**src/hw/calu_pkg.sv**
```systemverilog
package calu_pkg;
    // operation codes presented on op_code
    typedef enum logic [3:0] {
        CALU_OP_ADD_WITH_CARRY    = 4'h0,
        CALU_OP_MINUS             = 4'h1,
        CALU_OP_MINUS_WITH_BORROW = 4'h2,
        CALU_OP_AND               = 4'h3,
        CALU_OP_OR                = 4'h4,
        CALU_OP_XOR               = 4'h5,
        CALU_OP_COMPARE_BYTE      = 4'h6,
        CALU_OP_COMPARE_ZERO      = 4'h7,
        CALU_OP_COMPARE_X_INDEXED = 4'h8,
        CALU_OP_WORD_ADD          = 4'h9,
        CALU_OP_WORD_MINUS        = 4'hA,
        CALU_OP_COMPARE_WORD      = 4'hB,
        CALU_OP_UNSIGNED_MULTIPLY = 4'hC
    } calu_op_type;

    // sequencer states, gray along idle -> busy -> done
    typedef enum logic [1:0] {
        CALU_ST_IDLE = 2'b00,
        CALU_ST_BUSY = 2'b01,
        CALU_ST_DONE = 2'b11
    } calu_state_type;

    // cycle costs in cpu clocks
    localparam logic [3:0] CALU_CYC_BASE      = 4'h1;
    localparam logic [3:0] CALU_CYC_SEG       = 4'h2;
    localparam logic [3:0] CALU_CYC_PROG      = 4'h4;
    localparam logic [3:0] CALU_CYC_PROG_SEG  = 4'h5;
    localparam logic [3:0] CALU_CYC_RAM_EXTRA = 4'h3;
    // reset values; CALU_ZERO_BYTE is the compare-zero operand
    localparam logic [15:0] CALU_PAIR_RESET   = 16'h0000;
    localparam logic [7:0]  CALU_BYTE_RESET   = 8'h00;
    localparam logic [3:0]  CALU_SEG_RESET    = 4'h0;
    localparam logic [7:0]  CALU_ZERO_BYTE    = 8'h00;
endpackage

```
**src/hw/calu_core.sv**
```systemverilog
`timescale 1ns/100ps
// combinational arithmetic/logic core; flags from the selected width
module calu_core
    import calu_pkg::*;
(
    input  wire calu_op_type op_code,
    input  wire logic [15:0] dst_word,
    input  wire logic [15:0] src_word,
    input  wire logic        carry_in,
    output logic      [15:0] result,
    output logic             zero_out,
    output logic             aux_out,
    output logic             carry_out,
    output logic             writes_back,
    output logic             flags_arith,
    output logic             is_word
);
    logic [8:0]  sum8;
    logic [4:0]  nib;
    logic [16:0] sum16;
    logic [12:0] low12;
    logic [7:0]  a8;
    logic [7:0]  b8;

    // one adder per width; subtraction done as a borrow-out difference
    always_comb begin
        a8          = dst_word[7:0];
        b8          = src_word[7:0];
        sum8        = 9'h000;
        nib         = 5'h00;
        sum16       = 17'h00000;
        low12       = 13'h0000;
        result      = 16'h0000;
        writes_back = 1'b1;
        flags_arith = 1'b1;
        is_word     = 1'b0;
        case (op_code)
            CALU_OP_ADD_WITH_CARRY: begin // see RULE_01
                sum8 = {1'b0, a8} + {1'b0, b8} + {8'h00, carry_in};
                nib  = {1'b0, a8[3:0]} + {1'b0, b8[3:0]} + {4'h0, carry_in};
            end
            CALU_OP_MINUS: begin // see RULE_03
                sum8 = {1'b0, a8} - {1'b0, b8};
                nib  = {1'b0, a8[3:0]} - {1'b0, b8[3:0]};
            end
            CALU_OP_MINUS_WITH_BORROW: begin // see RULE_04
                sum8 = {1'b0, a8} - {1'b0, b8} - {8'h00, carry_in};
                nib  = {1'b0, a8[3:0]} - {1'b0, b8[3:0]} - {4'h0, carry_in};
            end
            CALU_OP_AND: begin // see RULE_05
                sum8        = {1'b0, a8 & b8};
                flags_arith = 1'b0;
            end
            CALU_OP_OR: begin // see RULE_06
                sum8        = {1'b0, a8 | b8};
                flags_arith = 1'b0;
            end
            CALU_OP_XOR: begin // see RULE_07
                sum8        = {1'b0, a8 ^ b8};
                flags_arith = 1'b0;
            end
            CALU_OP_COMPARE_BYTE,
            CALU_OP_COMPARE_X_INDEXED: begin // see RULE_08, see RULE_09
                sum8        = {1'b0, a8} - {1'b0, b8};
                nib         = {1'b0, a8[3:0]} - {1'b0, b8[3:0]};
                writes_back = 1'b0;
            end
            CALU_OP_COMPARE_ZERO: begin // see RULE_09
                sum8        = {1'b0, a8} - {1'b0, CALU_ZERO_BYTE};
                nib         = {1'b0, a8[3:0]};
                writes_back = 1'b0;
            end
            CALU_OP_WORD_ADD: begin // see RULE_10
                is_word = 1'b1;
                sum16   = {1'b0, dst_word} + {1'b0, src_word};
                low12   = {1'b0, dst_word[11:0]} + {1'b0, src_word[11:0]};
            end
            CALU_OP_WORD_MINUS,
            CALU_OP_COMPARE_WORD: begin // see RULE_12, see RULE_13
                is_word     = 1'b1;
                sum16       = {1'b0, dst_word} - {1'b0, src_word};
                low12       = {1'b0, dst_word[11:0]} - {1'b0, src_word[11:0]};
                writes_back = (op_code == CALU_OP_WORD_MINUS);
            end
            CALU_OP_UNSIGNED_MULTIPLY: begin // see RULE_14
                is_word     = 1'b1;
                sum16       = {1'b0, 16'(a8) * 16'(src_word[7:0])};
                flags_arith = 1'b0;
            end
            default: begin
                writes_back = 1'b0;
                flags_arith = 1'b0;
            end
        endcase
        result = is_word ? sum16[15:0] : {8'h00, sum8[7:0]};
    end

    // zero from result width; aux from bit 3 (byte) or bit 11 (word)
    assign zero_out  = is_word ? (sum16[15:0] == 16'h0000)
                               : (sum8[7:0] == 8'h00); // see RULE_20
    assign aux_out   = is_word ? low12[12] : nib[4]; // see RULE_20
    assign carry_out = is_word ? sum16[16] : sum8[8];
endmodule // calu_core

```
**src/hw/calu_unit.sv**
```systemverilog
// Local design decisions: the register addresses and the address-and-strobe port.
`timescale 1ns/100ps
// What this block does
// RULE_01 - add with carry updates Z, AC, CY
// RULE_02 - register destination add stores sum there
// RULE_03 - subtract from accumulator, carry is borrow
// RULE_04 - subtract source and carry from destination
// RULE_05 - AND stores result, updates zero only
// RULE_06 - OR stores result, updates zero only
// RULE_07 - XOR stores into accumulator, zero only
// RULE_08 - byte compare sets flags, writes nothing
// RULE_09 - index and zero compares only flag
// RULE_10 - word add into accumulator pair
// RULE_11 - word add may double the pair
// RULE_12 - word subtract into accumulator pair
// RULE_13 - word compare leaves pair unchanged
// RULE_14 - multiply A by X into pair
// RULE_15 - one clock base, two with prefix
// RULE_16 - program memory operand: four or five
// RULE_17 - counts are cpu clock periods
// RULE_18 - ram fetch costs at most twice plus three
// RULE_19 - extra segment forms upper address bits
// RULE_20 - zero on zero result, aux bit three (bit eleven for word ops)
module calu_unit
    import calu_pkg::*;
#(
    parameter int SEG_WIDTH = 4
)(
    input  wire logic                 ref_clk,
    input  wire logic                 rst_n,
    input  wire logic                 op_start,
    input  wire calu_op_type          op_code,
    input  wire logic                 dst_is_pair,
    input  wire logic [15:0]          src_word,
    input  wire logic                 src_is_pair,
    input  wire logic                 dst_is_reg,
    input  wire logic [7:0]           reg_operand,
    input  wire logic [7:0]           x_operand,
    input  wire logic [15:0]          operand_addr,
    input  wire logic                 use_extra_segment,
    input  wire logic                 short_immediate,
    input  wire logic                 from_program_mem,
    input  wire logic                 fetch_from_ram,
    input  wire logic                 seg_load,
    input  wire logic [SEG_WIDTH-1:0] seg_value,
    output logic [15:0]               accumulator_pair,
    output logic [7:0]                reg_result,
    output logic                      reg_write,
    output logic [SEG_WIDTH+15:0]     full_addr,
    output logic                      zero_flag,
    output logic                      aux_carry_flag,
    output logic                      carry_flag,
    output logic                      op_busy,
    output logic                      op_done,
    output logic [3:0]                op_cycles
);
    // ==========================================================
    // state
    // ==========================================================
    calu_state_type         state_q, state_d;
    logic [15:0]            acc_q, acc_d;
    logic [7:0]             reg_q, reg_d;
    logic                   regw_q, regw_d;
    logic                   z_q, z_d, ac_q, ac_d, cy_q, cy_d;
    logic [SEG_WIDTH-1:0]   seg_q, seg_d;
    logic [SEG_WIDTH+15:0]  addr_q, addr_d;
    logic [3:0]             cnt_q, cnt_d;
    logic [3:0]             cost_q, cost_d;
    logic                   done_q, done_d;
    logic [3:0]             base_cost;
    logic [3:0]             base_cost_past;
    logic                   busy_q, busy_d;

    // ==========================================================
    // datapath
    // ==========================================================
    logic [15:0] dst_w, src_w, res;
    logic        c_z, c_ac, c_cy, c_wb, c_ar, c_word;

    // operand routing; x register acts as destination for index compare
    always_comb begin
        if (op_code == CALU_OP_COMPARE_X_INDEXED) begin
            dst_w = {8'h00, x_operand}; // see RULE_09
        end else if (dst_is_reg) begin
            dst_w = {8'h00, reg_operand}; // see RULE_02
        end else begin
            dst_w = acc_q;
        end
        if (src_is_pair) begin
            src_w = acc_q; // see RULE_11
        end else if (op_code == CALU_OP_UNSIGNED_MULTIPLY) begin
            src_w = {8'h00, x_operand}; // see RULE_14
        end else if (dst_is_reg) begin
            src_w = {8'h00, acc_q[7:0]}; // see RULE_02
        end else begin
            src_w = src_word;
        end
    end

    calu_core u_core (
        .op_code     (op_code),
        .dst_word    (dst_w),
        .src_word    (src_w),
        .carry_in    (cy_q),
        .result      (res),
        .zero_out    (c_z),
        .aux_out     (c_ac),
        .carry_out   (c_cy),
        .writes_back (c_wb),
        .flags_arith (c_ar),
        .is_word     (c_word)
    );

    // cost: prefix or immediate-to-short adds a clock; program memory 4/5
    always_comb begin
        if (from_program_mem) begin // see RULE_16
            base_cost = use_extra_segment ? CALU_CYC_PROG_SEG
                                          : CALU_CYC_PROG;
        end else if (use_extra_segment || short_immediate) begin
            base_cost = CALU_CYC_SEG; // see RULE_15
        end else begin
            base_cost = CALU_CYC_BASE; // see RULE_15
        end
    end

    // ==========================================================
    // sequencer: one count per cpu clock period
    // ==========================================================
    always_comb begin
        state_d = state_q;
        acc_d   = acc_q;
        reg_d   = reg_q;
        regw_d  = 1'b0;
        z_d     = z_q;
        ac_d    = ac_q;
        cy_d    = cy_q;
        seg_d   = seg_load ? seg_value : seg_q;
        addr_d  = addr_q;
        cnt_d   = cnt_q;
        cost_d  = cost_q;
        done_d  = 1'b0;
        case (state_q)
            CALU_ST_IDLE: begin
                if (op_start) begin
                    // ram fetch slowest case: twice plus three
                    cost_d = fetch_from_ram
                           ? 4'((base_cost << 1) + CALU_CYC_RAM_EXTRA)
                           : base_cost; // see RULE_18
                    cnt_d  = 4'h1; // see RULE_17
                    addr_d = {use_extra_segment ? seg_q
                                                : {SEG_WIDTH{1'b0}},
                              operand_addr}; // see RULE_19
                    if (op_code != CALU_OP_UNSIGNED_MULTIPLY) begin
                        z_d = c_z; // see RULE_20
                    end
                    if (c_ar) begin
                        ac_d = c_ac;
                        cy_d = c_cy; // see RULE_01
                    end
                    if (c_wb) begin
                        if (dst_is_reg && !c_word) begin
                            reg_d  = res[7:0]; // see RULE_02
                            regw_d = 1'b1;
                        end else if (c_word) begin
                            acc_d = res; // see RULE_10
                        end else begin
                            acc_d = {acc_q[15:8], res[7:0]}; // see RULE_03
                        end
                    end
                    if (cost_d == CALU_CYC_BASE) begin
                        state_d = CALU_ST_DONE;
                        done_d  = 1'b1;
                    end else begin
                        state_d = CALU_ST_BUSY;
                    end
                end
            end
            CALU_ST_BUSY: begin
                cnt_d = 4'(cnt_q + 4'h1);
                if (cnt_d == cost_q) begin
                    state_d = CALU_ST_DONE;
                    done_d  = 1'b1;
                end
            end
            CALU_ST_DONE: begin
                state_d = CALU_ST_IDLE;
            end
            default: begin
                state_d = CALU_ST_IDLE;
            end
        endcase
        busy_d  = (state_d == CALU_ST_BUSY);
    end

    // register all state; dst_is_pair is informational for the core path
    always_ff @(posedge ref_clk or negedge rst_n) begin
        if (!rst_n) begin
            state_q <= CALU_ST_IDLE;
            acc_q   <= CALU_PAIR_RESET;
            reg_q   <= CALU_BYTE_RESET;
            regw_q  <= 1'b0;
            z_q     <= 1'b0;
            ac_q    <= 1'b0;
            cy_q    <= 1'b0;
            seg_q   <= SEG_WIDTH'(CALU_SEG_RESET);
            addr_q  <= '0;
            cnt_q   <= 4'h0;
            cost_q  <= 4'h0;
            done_q  <= 1'b0;
            busy_q  <= 1'b0;
        end else begin
            state_q <= state_d;
            acc_q   <= acc_d;
            reg_q   <= reg_d;
            regw_q  <= regw_d;
            z_q     <= z_d;
            ac_q    <= ac_d;
            cy_q    <= cy_d;
            seg_q   <= seg_d;
            addr_q  <= addr_d;
            cnt_q   <= cnt_d;
            cost_q  <= cost_d;
            done_q  <= done_d;
            busy_q  <= busy_d;
        end
    end

    // outputs straight from flops
    assign accumulator_pair = acc_q;
    assign reg_result       = reg_q;
    assign reg_write        = regw_q;
    assign full_addr        = addr_q;
    assign zero_flag        = z_q;
    assign aux_carry_flag   = ac_q;
    assign carry_flag       = cy_q;
    assign op_busy          = busy_q;
    assign op_done          = done_q;
    assign op_cycles        = cost_q;

    // ==========================================================
    // checks
    // ==========================================================
    a_logic_keeps_carry: assert property ( // see RULE_05
        @(posedge ref_clk) disable iff (!rst_n)
        (state_q == CALU_ST_IDLE && op_start &&
         (op_code == CALU_OP_AND || op_code == CALU_OP_OR ||
          op_code == CALU_OP_XOR)) |=> $stable(cy_q) && $stable(ac_q))
        else $error("logic op changed carry flags");
    a_compare_no_write: assert property ( // see RULE_08
        @(posedge ref_clk) disable iff (!rst_n)
        (state_q == CALU_ST_IDLE && op_start &&
         (op_code == CALU_OP_COMPARE_BYTE ||
          op_code == CALU_OP_COMPARE_WORD)) |=> $stable(acc_q) && !regw_q)
        else $error("compare wrote a result");
    a_zero_matches_acc: assert property ( // see RULE_20
        @(posedge ref_clk) disable iff (!rst_n)
        (state_q == CALU_ST_IDLE && op_start &&
         op_code == CALU_OP_WORD_ADD && !src_is_pair)
        |=> z_q == (acc_q == 16'h0000))
        else $error("zero flag disagrees with word sum");
    a_multiply_product: assert property ( // see RULE_14
        @(posedge ref_clk) disable iff (!rst_n)
        (state_q == CALU_ST_IDLE && op_start &&
         op_code == CALU_OP_UNSIGNED_MULTIPLY)
        |=> acc_q == $past(acc_q[7:0]) * $past(x_operand))
        else $error("multiply product wrong");
    a_base_one_clock: assert property ( // see RULE_15
        @(posedge ref_clk) disable iff (!rst_n)
        (state_q == CALU_ST_IDLE && op_start && !from_program_mem &&
         !use_extra_segment && !short_immediate && !fetch_from_ram)
        |=> done_q)
        else $error("base form not done in one clock");
    a_prog_seg_five: assert property ( // see RULE_16
        @(posedge ref_clk) disable iff (!rst_n)
        (state_q == CALU_ST_IDLE && op_start && from_program_mem &&
         use_extra_segment && !fetch_from_ram)
        |=> !done_q [*4] ##1 done_q)
        else $error("program memory prefixed form not five clocks");
    a_ram_fetch_cost: assert property ( // see RULE_18
        @(posedge ref_clk) disable iff (!rst_n)
        (state_q == CALU_ST_IDLE && op_start && fetch_from_ram)
        |=> cost_q <= 4'((base_cost_past << 1) + CALU_CYC_RAM_EXTRA))
        else $error("ram fetch cost exceeds bound");
    a_segment_address: assert property ( // see RULE_19
        @(posedge ref_clk) disable iff (!rst_n)
        (state_q == CALU_ST_IDLE && op_start && use_extra_segment)
        |=> addr_q == {$past(seg_q), $past(operand_addr)})
        else $error("segment not prefixed to address");

    a_mul_flags_kept: assert property ( // see RULE_14
        @(posedge ref_clk) disable iff (!rst_n)
        state_q == CALU_ST_IDLE && op_start && c_word && !c_ar
        |=> $stable({z_q, ac_q, cy_q}))
        else $error("multiply changed flags");
    a_busy_refuses: assert property ( // see RULE_15
        @(posedge ref_clk) disable iff (!rst_n)
        state_q != CALU_ST_IDLE && op_start |=> $stable(acc_q))
        else $error("start taken while busy");

    always_ff @(posedge ref_clk or negedge rst_n) begin
        if (!rst_n) begin
            base_cost_past <= 4'h0;
        end else begin
            base_cost_past <= base_cost;
        end
    end
endmodule // calu_unit

```
**config.mk**
```make
export PLATFORM = sky130hd
export DESIGN_NAME = calu_unit
export DESIGN_NICKNAME = d
export VERILOG_FILES = /design/src/hw/calu_pkg.sv /design/src/hw/calu_core.sv /design/src/hw/calu_unit.sv
export SDC_FILE = /design/constraint.sdc
export NUM_CORES = 1
export LEC_CHECK = 0
export BUFFER_PORTS_ARGS = -buffer_cell sky130_fd_sc_hd__buf_2
export CORE_ASPECT_RATIO = 0.75
export CORE_MARGIN = 4
export CORE_UTILIZATION = 61
export DETAILED_ROUTE_END_ITERATION = 16
export PLACE_DENSITY_LB_ADDON = 0.25
export SLEW_MARGIN = 10
export SYNTH_ARGS = -nofsm -noshare
export SYNTH_HDL_FRONTEND = slang
export SYNTH_SLANG_ARGS = --single-unit
```
**constraint.sdc**
```tcl
create_clock -name ref_clk -period 14.1 [get_ports ref_clk]
set_input_delay 0.705 -clock ref_clk [delete_from_list [all_inputs] [get_ports ref_clk]]
set_output_delay 0.705 -clock ref_clk [all_outputs]
set_load 0.1 [all_outputs]
```
[Word level (Yosys, flattened, before mapping)]
Index checks and enable logic that the tools add are counted.
Operators by class
  equality and inequality tests: 18
  $add $sub $neg: 14
  reductions and logical operators: 20
  multiply operators: 1
  muxes and demuxes: 35
  bitwise operators: 4
Operators with widths (number)
  $mux 16: 6
  $pmux 9 s7: 1
  $pmux 17 s3: 1
  $pmux 13 s2: 1
  $eq 4x4->1 const B: 5
  $pmux 5 s4: 1
  $add 16x16->17: 1
  $sub 16x16->17: 1
  $eq 4x3->1 const B: 4
  $logic_not 16->1: 1
  $mul 8x8->16: 1
  $add 12x12->13: 1
  $mux 1: 13
  $sub 12x12->13: 1
  $mux 4: 3
  $add 8x8->9: 1
  $add 9x1->9: 1
  $reduce_or 9->1: 1
  $sub 8x8->9: 1
  $sub 9x1->9: 1
  $and 8x8->8: 1
  $eq 4x1->1 const B: 2
  $eq 4x2->1 const B: 2
  $logic_not 8->1: 1
  other kinds (32): 40
Word-level totals
  flip-flop bits (word level): 64
  bits of input ports: 67
  word-level logic and storage cells: 106
  output and inout port bits: 54

[Longest topological paths before layout]
Gate-level depths: netlist of the first run.
  word-level depth: 10
  gate-level depth with buffers: 24
  gate-level depth less buffers: 23

[By module]
Synthesis of the first run repeated with hierarchy kept, for this count alone.
Unflattened totals
  cell total of the unflattened synthesis: 944
  area total of the unflattened synthesis: 8010.2 sq um
Modules (own cells, without submodules)
  calu_core: times used 1, area each 4872.2 sq um, cells each 652
  calu_unit: times used 1, area each 3138.0 sq um, cells each 292

[Worst setup path after synthesis of the first run]
Ideal clock, no wire load.
  path kind: input to register
  start point: input op_code[1]
  end point: register acc_q[15] (netlist: accumulator_pair[15])
  stages on the path: 21
  data arrival time: 6.268 ns
  library setup time: 0.121 ns
  data required time: 13.979 ns
  path slack: 7.710 ns
  cell sequence: buf_2 > nor4b_2 > buf_2 > mux2i_1 > inv_1 > nor2_1 > fa_1 > fa_1 > fa_1 > inv_1 > fa_1 > inv_1 > ha_1 > o21a_1 > o21a_1 > a311oi_1 > o21bai_1 > a21oi_1 > xnor2_1 > o21ai_0 > o22a_1
On the way
  cells in the longest elaborated chain, start to end: 7
RTL lines
  start: declaration: RTL line calu_unit.sv:32  | input wire calu_op_type op_code,
  branches (longest 7 deep; another with $mul 8x8->16)
  end signal: assignment: RTL line calu_unit.sv:199  | acc_q <= CALU_PAIR_RESET;
  end signal: assignment: RTL line calu_unit.sv:213  | acc_q <= acc_d;
  end: declaration: RTL line calu_unit.sv:61  | logic [15:0] acc_q, acc_d;
Parallel ways; which one is timed is not known.
A chain may end at the register's enable or synchronous reset.

[Worst setup path in the final report of the first run]
  start point: input op_code[2]
  end point: register z_q (netlist: zero_flag)
On the way
  cells in the longest elaborated chain, start to end: 8
RTL lines
  branches (longest 8 deep; another with $mul 8x8->16)
  end signal: assignment: RTL line calu_unit.sv:216  | z_q <= z_d;
  end: declaration: RTL line calu_unit.sv:64  | logic z_q, z_d, ac_q, ac_d, cy_q, cy_d;
Parallel ways; which one is timed is not known.

==> impl_metrics.csv, run 1 <==
group,metric,value,unit
run_status,status,"finished clean",
worst_setup_path,cp.arrival,8.11,ns
clock_tree,clk_path_buf_depth,2,
worst_setup_path,startpoint_type,"primary input",
sta,fin_setup_tns,0,ns
floorplanning,fp.dieW,142,um
worst_setup_path,setup.worst_path.end_class,"flop",
sta,setup_viol,0,
yosys,synth_nets,1206,
clock_tree,clock-sinks,64,
sta,tightest_slew,1.08,ns
drt,drtPass1Iterations,5,
sta,finalHoldViolCount,0,
finish,most-common-layout-cells,"nand2_1, buf_2, inv_1, nor2_1, ha_1",
sta,rsz0062_at_grt,"false",
yosys,synthCells,1020,
drt,ant_nets,0,
floorplanning,start_util,62.6,%
worst_setup_path,rr_worst_depth,19,
sta,period_share,56.1,%
sta,fin_skew,0.00548,ns
min_path,hp-class,"flop to flop",
sta,timing.slew.headroom,28.1,%
yosys,syn_area,8180,sq um
sta,clock.fmax,126,MHz
worst_setup_path,required,14.30,ns
clock_tree,cts_hold_buf,0,
clock_tree,clock_latency,0.34,ns
drt,routed-via-count,8172,
finish,synthToLayoutAreaGrowth,12.6,%
finish,multiInputGateArea,6050,sq um
drt,drc,0,
yosys,postSynthAreaPerCell,8.02,sq um
placed_design,post-dp-hpwl,19.4,mm
finish,antenna_cells,0,
yosys,yosysWarningCount,0,
min_path,worstHoldPathCells,2,
drt,vias_per_cell,6.33,
grt,grt_max_degree,65,
placed_design,portBuffers,119,
floorplanning,core-area,13100,sq um
worst_setup_path,startpoint,"op_code[2]",
finish,final_common_cell,"nand2_1",
min_path,hp-start,"full_addr[17]$_DFFE_PN0P_",
floorplanning,ios,121,
drt,drt_iter0_drc,827,
floorplanning,rows,36,
finish,finalNetCount,1302,
grt,gr-total-overflow,0,
placed_design,gp_congestion,0.986,
finish,regArea,1600,sq um
worst_setup_path,r2r_start,"accumulator_pair[3]$_DFFE_PN0P_",
yosys,ys_seq_area_share,19.6,%
clock_tree,clkTransAtPathRegs,0.06,ns
clock_tree,cts_tree,"done",
clock_tree,cts-root-buf,"clkbuf_16",
clock_tree,cts_made_buffers,9,
floorplanning,die_h,108,um
yosys,ys_seq_elements,64,
yosys,async_reset_ff_share,100,%
drt,wl_per_cell,19.6,um
placed_design,numPlacedInstances,1276,
grt,grt_util_all_layers,32.9,%
sta,slew_viol_final,0,
finish,instances_no_fill,1292,
run,maxCapViolations,0,
drt,wirelength,25.4,mm
grt,grt_pass1_vias,7742,
worst_setup_path,critical_path_class,"primary input to flop",
grt,grt_pass1_wl,40.3,mm
clock_tree,cts.repair.resized,0,
clock_tree,h-tree-depth,3,
finish,fill_cells,1043,
grt,antenna_found_initial,0,
finish,drive_gt1_share,16.1,%
clock_tree,postCtsSetupRepairBufs,0,
worst_setup_path,critPathMaxFanout,26,
yosys,synth_cell_type_count,77,
sta,finalCriticalPeriod,7.91,ns
floorplanning,fp.dieArea,15300,sq um
yosys,synth_edf_count,0,
yosys,synth-main-ff-cell,"dfrtp_1",
cells in the mapped netlist, types with 4 or more instances:
master     instances  area (sq um)
o311a_1            4          40.0
o22ai_1           12          75.1
nor3b_1            5          37.5
a31oi_1            5          31.3
and2_1            18           113
clkbuf_1          28           105
inv_1             91           342
mux2i_1           13           130
nand2_1          140           526
nand2b_1          20           125
o21ai_0           56           280
a21oi_1           42           210
fa_1              40           801
o211ai_1           9          67.6
a2bb2oi_1          5          43.8
xor2_1            20           175
or2_2              5          31.3
o31ai_1            9          67.6
or3_1              9          56.3
nand4_1            6          37.5
a211o_1            4          35.0
o21a_1             7          52.6
a22oi_1           12          90.1
a221oi_1           5          43.8
xnor2_1           30           263
ha_1              79           988
dfrtp_1           64          1600
a21o_1             4          30.0
a211oi_1          10          75.1
nor2b_1           13          81.3
nand3_1           27           135
o21bai_1           7          52.6
nor2_1            86           323
o2111ai_1          6          52.6
buf_2             12          60.1
o22a_1             5          43.8
and3_1             7          43.8
mux2_2            17           191
or4_1              4          30.0
nor3_1            24           120
path summary, 6_finish.rpt:
| check | endpoint | slack [ns] |
|---|---|---|
| max | zero_flag$_DFFE_PN0P_ | 6.19 |
| min | full_addr[17]$_DFFE_PN0P_ | 0.46 |
| max reg2reg | zero_flag$_DFFE_PN0P_ | 7.40 |
| min reg2reg | full_addr[17]$_DFFE_PN0P_ | 0.46 |
| max in group asynchronous | accumulator_pair[12]$_DFFE_PN0P_ | 13.02 |
| min in group asynchronous | op_cycles[2]$_DFFE_PN0P_ | 0.54 |
metrics by stage:
step                      util (%)  setup WS (ns)  cell area (sq um)  hold slack (ns)
final                         70.5           6.19               9210            0.461
after global routing          70.5           5.90               9210            0.488
after CTS                     70.5           6.46               9210            0.463
after detailed placement      68.0           6.15               8880            0.452
after global placement        68.0           6.27               8880            0.445
after floorplan                  -           7.71               8180            0.409
sequential cells by signal, indices dropped and copies added (netlist names):
name,flops
seg_q,4
state_q,2
zero_flag,1
carry_flag,1
op_done,1
op_cycles,4
full_addr,20
reg_write,1
cnt_q,4
op_busy,1
aux_carry_flag,1
accumulator_pair,16
reg_result,8
routing by layer:
layer,track usage [%],vias up,wire (um)
met3,8.93,89,2790
met5,0,-,0
met4,11.2,0,880
met2,49.5,510,11300
li1,-,3765,-
met1,46.0,3808,10400
worst max-delay path, cell delays in order:
cell and delay, ns:
buf_2 0.39, nand4bb_2 0.70, nand3_1 0.36, and3_1 0.69
inv_1 0.25, ha_1 0.36, fa_1 0.45, fa_1 0.53
fa_1 0.50, inv_1 0.07, fa_1 0.56, inv_1 0.05
ha_1 0.40, o21ai_0 0.22, nor2_1 0.26, nor3_1 0.11
a311oi_1 0.32, nand2_1 0.13, nor4_1 0.52, nand4_1 0.16
o31ai_1 0.35
final cells by class:
cell class              count  area share (%)
clock buffers              10            2.60
clock inverters             6            1.01
inverters                  94            3.83
multi-input cells         820            65.7
flip-flops and latches     64            17.4
well taps                 171            2.32
repair buffers            127            7.12
kinds of logic after synthesis:
family          after synthesis  synth area share [%]
mux                          30                  3.93
flops                        64                  19.6
compound gates              237                  20.1
fa+ha+maj                   119                  21.9
buf+inv                     136                  6.43
xor+xnor                     50                  5.35
simple gates                384                  22.7
Power of run 1 is not shown: default switching activity piles up to over one toggle a cycle in this logic, so the estimate is an artifact.
==> inputs of run 2 (changes only) <==
Settings changed: CORE_UTILIZATION 61 to 60.
Clock period 14.1 ns to 7.7 ns, I/O delays scaled along.
==> run 2 against run 1 <==
Compared with the run above: via count is 0.29% lower; sequential share of layout area hardly changed; cell count is 0.62% higher; critical path type unchanged; largest cell class unchanged.
==> impl_metrics.csv, run 2 (synthesized netlist as in run 1, its figures left out) <==
group,metric,value,unit
sta,period_share,88.8,%
sta,timing.slew.headroom,22.9,%
clock_tree,cts_hold_buf,0,
finish,final_common_cell,"nand2_1",
drt,drtPass1Iterations,6,
worst_setup_path,path_common_cell,"fa_1",
clock_tree,cts.repair.resized,0,
finish,antenna_cells,0,
sta,slew_viol_final,0,
grt,grt_util_all_layers,32.8,%
worst_setup_path,required,7.89,ns
grt,antenna_found_initial,1,
drt,routed-via-count,8148,
drt,ant_nets,0,
floorplanning,rows,36,
worst_setup_path,cp_slowest_cell,"fa_1",
finish,multiInputGateArea,6050,sq um
floorplanning,core-area,13200,sq um
placed_design,gp_congestion,1.04,
floorplanning,fp.dieW,143,um
clock_tree,cts_tree,"done",
run_status,status,"finished clean",
clock_tree,clock_latency,0.33,ns
placed_design,place_area,8940,sq um
finish,fill_cells,1077,
drt,wirelength,25.2,mm
clock_tree,postCtsSetupRepairBufs,0,
placed_design,portBuffers,119,
worst_setup_path,critical_path_class,"primary input to flop",
worst_setup_path,cp.arrival,7.03,ns
drt,drt_iter0_drc,892,
grt,grt_pass1_wl,40.4,mm
sta,finalCriticalPeriod,6.84,ns
floorplanning,fp.dieArea,15600,sq um
sta,tightest_slew,1.15,ns
worst_setup_path,path_cells,"buf_2 > nand4bb_2 > nand2b_1 > o22a_1 > o22a_1 > clkinv_1 > nor2_1 > fa_1 > fa_1 > fa_1 > inv_1 > fa_1 > inv_1 > ha_1 > o21a_1 > o21a_1 > a311oi_1 > xnor2_1 > a32oi_1 > nand4_1 > o31ai_1",
finish,largest_register_ffs,20,
grt,grt_pass1_vias,7614,
finish,most-common-layout-cells,"nand2_1, buf_2, inv_1, nor2_1, ha_1",
finish,fin_area,9230,sq um
worst_setup_path,startpoint_type,"primary input",
sta,rsz0062_at_grt,"false",
finish,synthToLayoutAreaGrowth,12.9,%
run,maxCapViolations,0,
clock_tree,clock-sinks,64,
sta,clock.fmax,146,MHz
floorplanning,ios,121,
clock_tree,clkTransAtPathRegs,0.05,ns
worst_setup_path,critPathBufInv,4,
drt,vias_per_cell,6.27,
clock_tree,clk_path_buf_depth,2,
worst_setup_path,critPathMaxFanout,26,
grt,grt_max_degree,65,
finish,regArea,1600,sq um
sta,fin_skew,0.00765,ns
clock_tree,cts_made_buffers,9,
clock_tree,h-tree-depth,3,
clock_tree,cts-root-buf,"clkbuf_16",
sta,fin_setup_tns,0,ns
drt,wl_per_cell,19.4,um
worst_setup_path,setup.worst_path.end_class,"flop",
sta,setup_viol,0,
sta,finalHoldViolCount,0,
finish,post-route-util,70.2,%
min_path,hp-class,"primary input to asynchronous set/reset pin",
finish,drive_gt1_share,16.7,%
worst_setup_path,crit_family,"adder cells",
floorplanning,die_h,109,um
finish,finalNetCount,1310,
placed_design,post-dp-hpwl,19.6,mm
grt,gr-total-overflow,0,
drt,drc,0,
worst_setup_path,slowest_delay,0.57,ns
floorplanning,start_util,62.2,%
==> run 2: cell types whose count changed in the layout (fill, tap and decap cells not counted), sizes merged <==
cell	change
clkbuf	-1
buf	+8
clkinv	+2
bufinv	-1
==> run 2: final timing paths <==
kind	cells after the start	slack [ns]	startpoint	end
setup / recovery	21	0.86	op_code[2]	zero_flag$_DFFE_PN0P_
hold / removal	2	0.22	rst_n	op_done$_DFF_PN0_
setup reg to reg	18	1.52	accumulator_pair[3]$_DFFE_PN0P_	zero_flag$_DFFE_PN0P_
hold reg to reg	2	0.46	full_addr[16]$_DFFE_PN0P_	full_addr[16]$_DFFE_PN0P_
max in group asynchronous	2	6.94	rst_n	reg_result[7]$_DFFE_PN0P_
min in group ref_clk	3	0.24	operand_addr[5]	full_addr[5]$_DFFE_PN0P_
==> run 2: layer usage <==
layer | global-route usage [%] | up-vias | wire, um | part of all wire, %
met3 | 8.07 | 92 | 2830 | 11
met2 | 48.9 | 445 | 11000 | 44
met5 | 0 | - | 8 | 0.032
li1 | - | 3782 | - | -
met1 | 47.6 | 3827 | 10500 | 42
met4 | 8.96 | 2 | 862 | 3.4
==> run 2: through the flow <==
step | std cells | hold WS, ns | setup WS, ns
after floorplan | 1020 | 0.0894 | 1.63
after detailed placement | 1284 | 0.451 | 0.758
after CTS | 1300 | 0.236 | 1.07
final | 1300 | 0.222 | 0.860
after global placement | 1284 | 0.445 | 0.848
after global routing | 1300 | 0.250 | 0.563
==> run 2: final cells by class <==
type                            instances  area share [%]
Clock buffer                            9            2.44
Clock inverter                          7           0.786
Inverter                               94            3.82
Multi-Input combinational cell        820            65.5
Sequential cell                        64            17.3
Tap cell                              171            2.32
Timing Repair Buffer                  135            7.75
Power of run 2 is left out for the same reason.
==> inputs of run 3 (changes only) <==
Settings changed: CORE_ASPECT_RATIO 0.75 to default, RECOVER_POWER from default to 50.
==> run 3 against run 2 <==
Compared with the run above: the flow now finishes with violations (capacitance limit, slew limit); first-iteration DRC count shrank 17%; worst setup slack gained 0.23 ns; fmax grew 3.5%.
==> impl_metrics.csv, run 3 (synthesized netlist as in run 1, its figures left out) <==
group,metric,value,unit
run_status,status,"complete, but fails checks",
run_status,violations,"capacitance limit, slew limit",
clock_tree,h-tree-depth,3,
sta,slew_viol_final,65,
sta,fin_setup_tns,0,ns
drt,vias_per_cell,6.21,
drt,wirelength,24.8,mm
drt,drt_iter0_drc,739,
placed_design,post-dp-hpwl,19.4,mm
clock_tree,cts.repair.resized,0,
worst_setup_path,critPathBufInv,4,
min_path,hp-class,"primary input to flop",
worst_setup_path,crit_family,"adder cells",
worst_setup_path,path_common_cell,"fa_1",
floorplanning,ios,121,
floorplanning,rows,42,
sta,finalHoldViolCount,0,
worst_setup_path,startpoint_type,"primary input",
sta,setup_viol,0,
drt,wl_per_cell,19.1,um
worst_setup_path,critical_path_class,"primary input to flop",
sta,period_share,85.9,%
floorplanning,start_util,61.5,%
sta,timing.slew.headroom,-127,%
placed_design,portBuffers,119,
sta,clock.fmax,151,MHz
clock_tree,clock_latency,0.33,ns
grt,grt_pass1_wl,39.6,mm
floorplanning,fp.dieArea,15600,sq um
grt,gr-total-overflow,0,
worst_setup_path,critPathMaxFanout,22,
worst_setup_path,path_cells,"buf_2 > nand4bb_2 > nand2b_1 > o22a_1 > o22a_1 > clkinv_1 > nor2_1 > fa_1 > fa_1 > fa_1 > inv_1 > fa_1 > inv_1 > ha_1 > or3_1 > o21bai_1 > a311oi_1 > o21bai_1 > a21oi_1 > xnor2_1 > o21ai_0 > o22a_1",
run,maxCapViolations,1,
finish,antenna_cells,0,
clock_tree,cts_hold_buf,0,
finish,largest_register_ffs,20,
clock_tree,clk_path_buf_depth,2,
drt,drc,0,
drt,ant_nets,0,
grt,grt_pass1_vias,7633,
worst_setup_path,setup.worst_path.end_class,"flop",
clock_tree,clkTransAtPathRegs,0.05,ns
floorplanning,core-area,13300,sq um
floorplanning,die_h,125,um
floorplanning,fp.dieW,125,um
finish,synthToLayoutAreaGrowth,12.1,%
worst_setup_path,cp.arrival,6.83,ns
sta,fin_skew,0.00754,ns
drt,routed-via-count,8073,
finish,most-common-layout-cells,"nand2_1, buf_2, inv_1, nor2_1, ha_1",
finish,fill_cells,1136,
clock_tree,cts_made_buffers,9,
finish,finalNetCount,1306,
clock_tree,postCtsSetupRepairBufs,0,
sta,rsz0062_at_grt,"false",
clock_tree,clock-sinks,64,
sta,finalCriticalPeriod,6.61,ns
drt,drtPass1Iterations,5,
finish,regArea,1600,sq um
finish,drive_gt1_share,14.4,%
finish,multiInputGateArea,6050,sq um
worst_setup_path,cp_slowest_cell,"fa_1",
grt,antenna_found_initial,0,
clock_tree,cts_tree,"done",
placed_design,gp_congestion,1.02,
grt,grt_max_degree,65,
worst_setup_path,required,7.92,ns
finish,final_common_cell,"nand2_1",
grt,grt_util_all_layers,31.3,%
sta,tightest_slew,3.41,ns
worst_setup_path,slowest_delay,0.55,ns
clock_tree,cts-root-buf,"clkbuf_16",
[run 3: stage by stage]
stage	worst slack (ns)	hold slack, ns	util, %	area, sq um	cells
global placement	0.987	0.446	67.0	8910	1285
global route	0.742	0.261	69.0	9170	1301
detailed placement	0.844	0.455	67.0	8910	1285
CTS	1.18	0.241	69.2	9200	1301
floorplan	1.63	0.0894	-	8180	1020
finish	1.09	0.245	69.0	9170	1301
[run 3: layer usage]
layer,wire length [um],vias up,track usage (%)
met3,2020,62,4.85
li1,-,3772,-
met4,771,0,10.6
met5,0,-,0
met2,11800,402,50.8
met1,10300,3837,42.7
[run 3: path summary, 6_finish.rpt]
kind / startpoint / endpoint / slack, ns / cells after the start
min: operand_addr[7] / full_addr[7]$_DFFE_PN0P_ / 0.25 / 3
max: op_code[0] / accumulator_pair[15]$_DFFE_PN0P_ / 1.09 / 22
min in group asynchronous: rst_n / cnt_q[2]$_DFFE_PN0P_ / 1.29 / 2
max in group asynchronous: rst_n / zero_flag$_DFFE_PN0P_ / 4.47 / 2
max reg2reg: accumulator_pair[3]$_DFFE_PN0P_ / accumulator_pair[15]$_DFFE_PN0P_ / 1.58 / 19
min reg2reg: full_addr[19]$_DFFE_PN0P_ / full_addr[19]$_DFFE_PN0P_ / 0.47 / 2
[run 3: layout make-up]
class	count	share of cell area [%]
inverters	94	3.85
well taps	176	2.40
clock buffers	10	2.50
multi-input cells	820	66.0
clock inverters	6	0.655
repair buffers	131	7.14
flip-flops and latches	64	17.5
[run 3: tightest hold or removal path: stages]
cell,delay [ns]
buf_2,0.07
nand2_1,0.04
nand2_1,0.04
Power of run 3 is left out for the same reason.
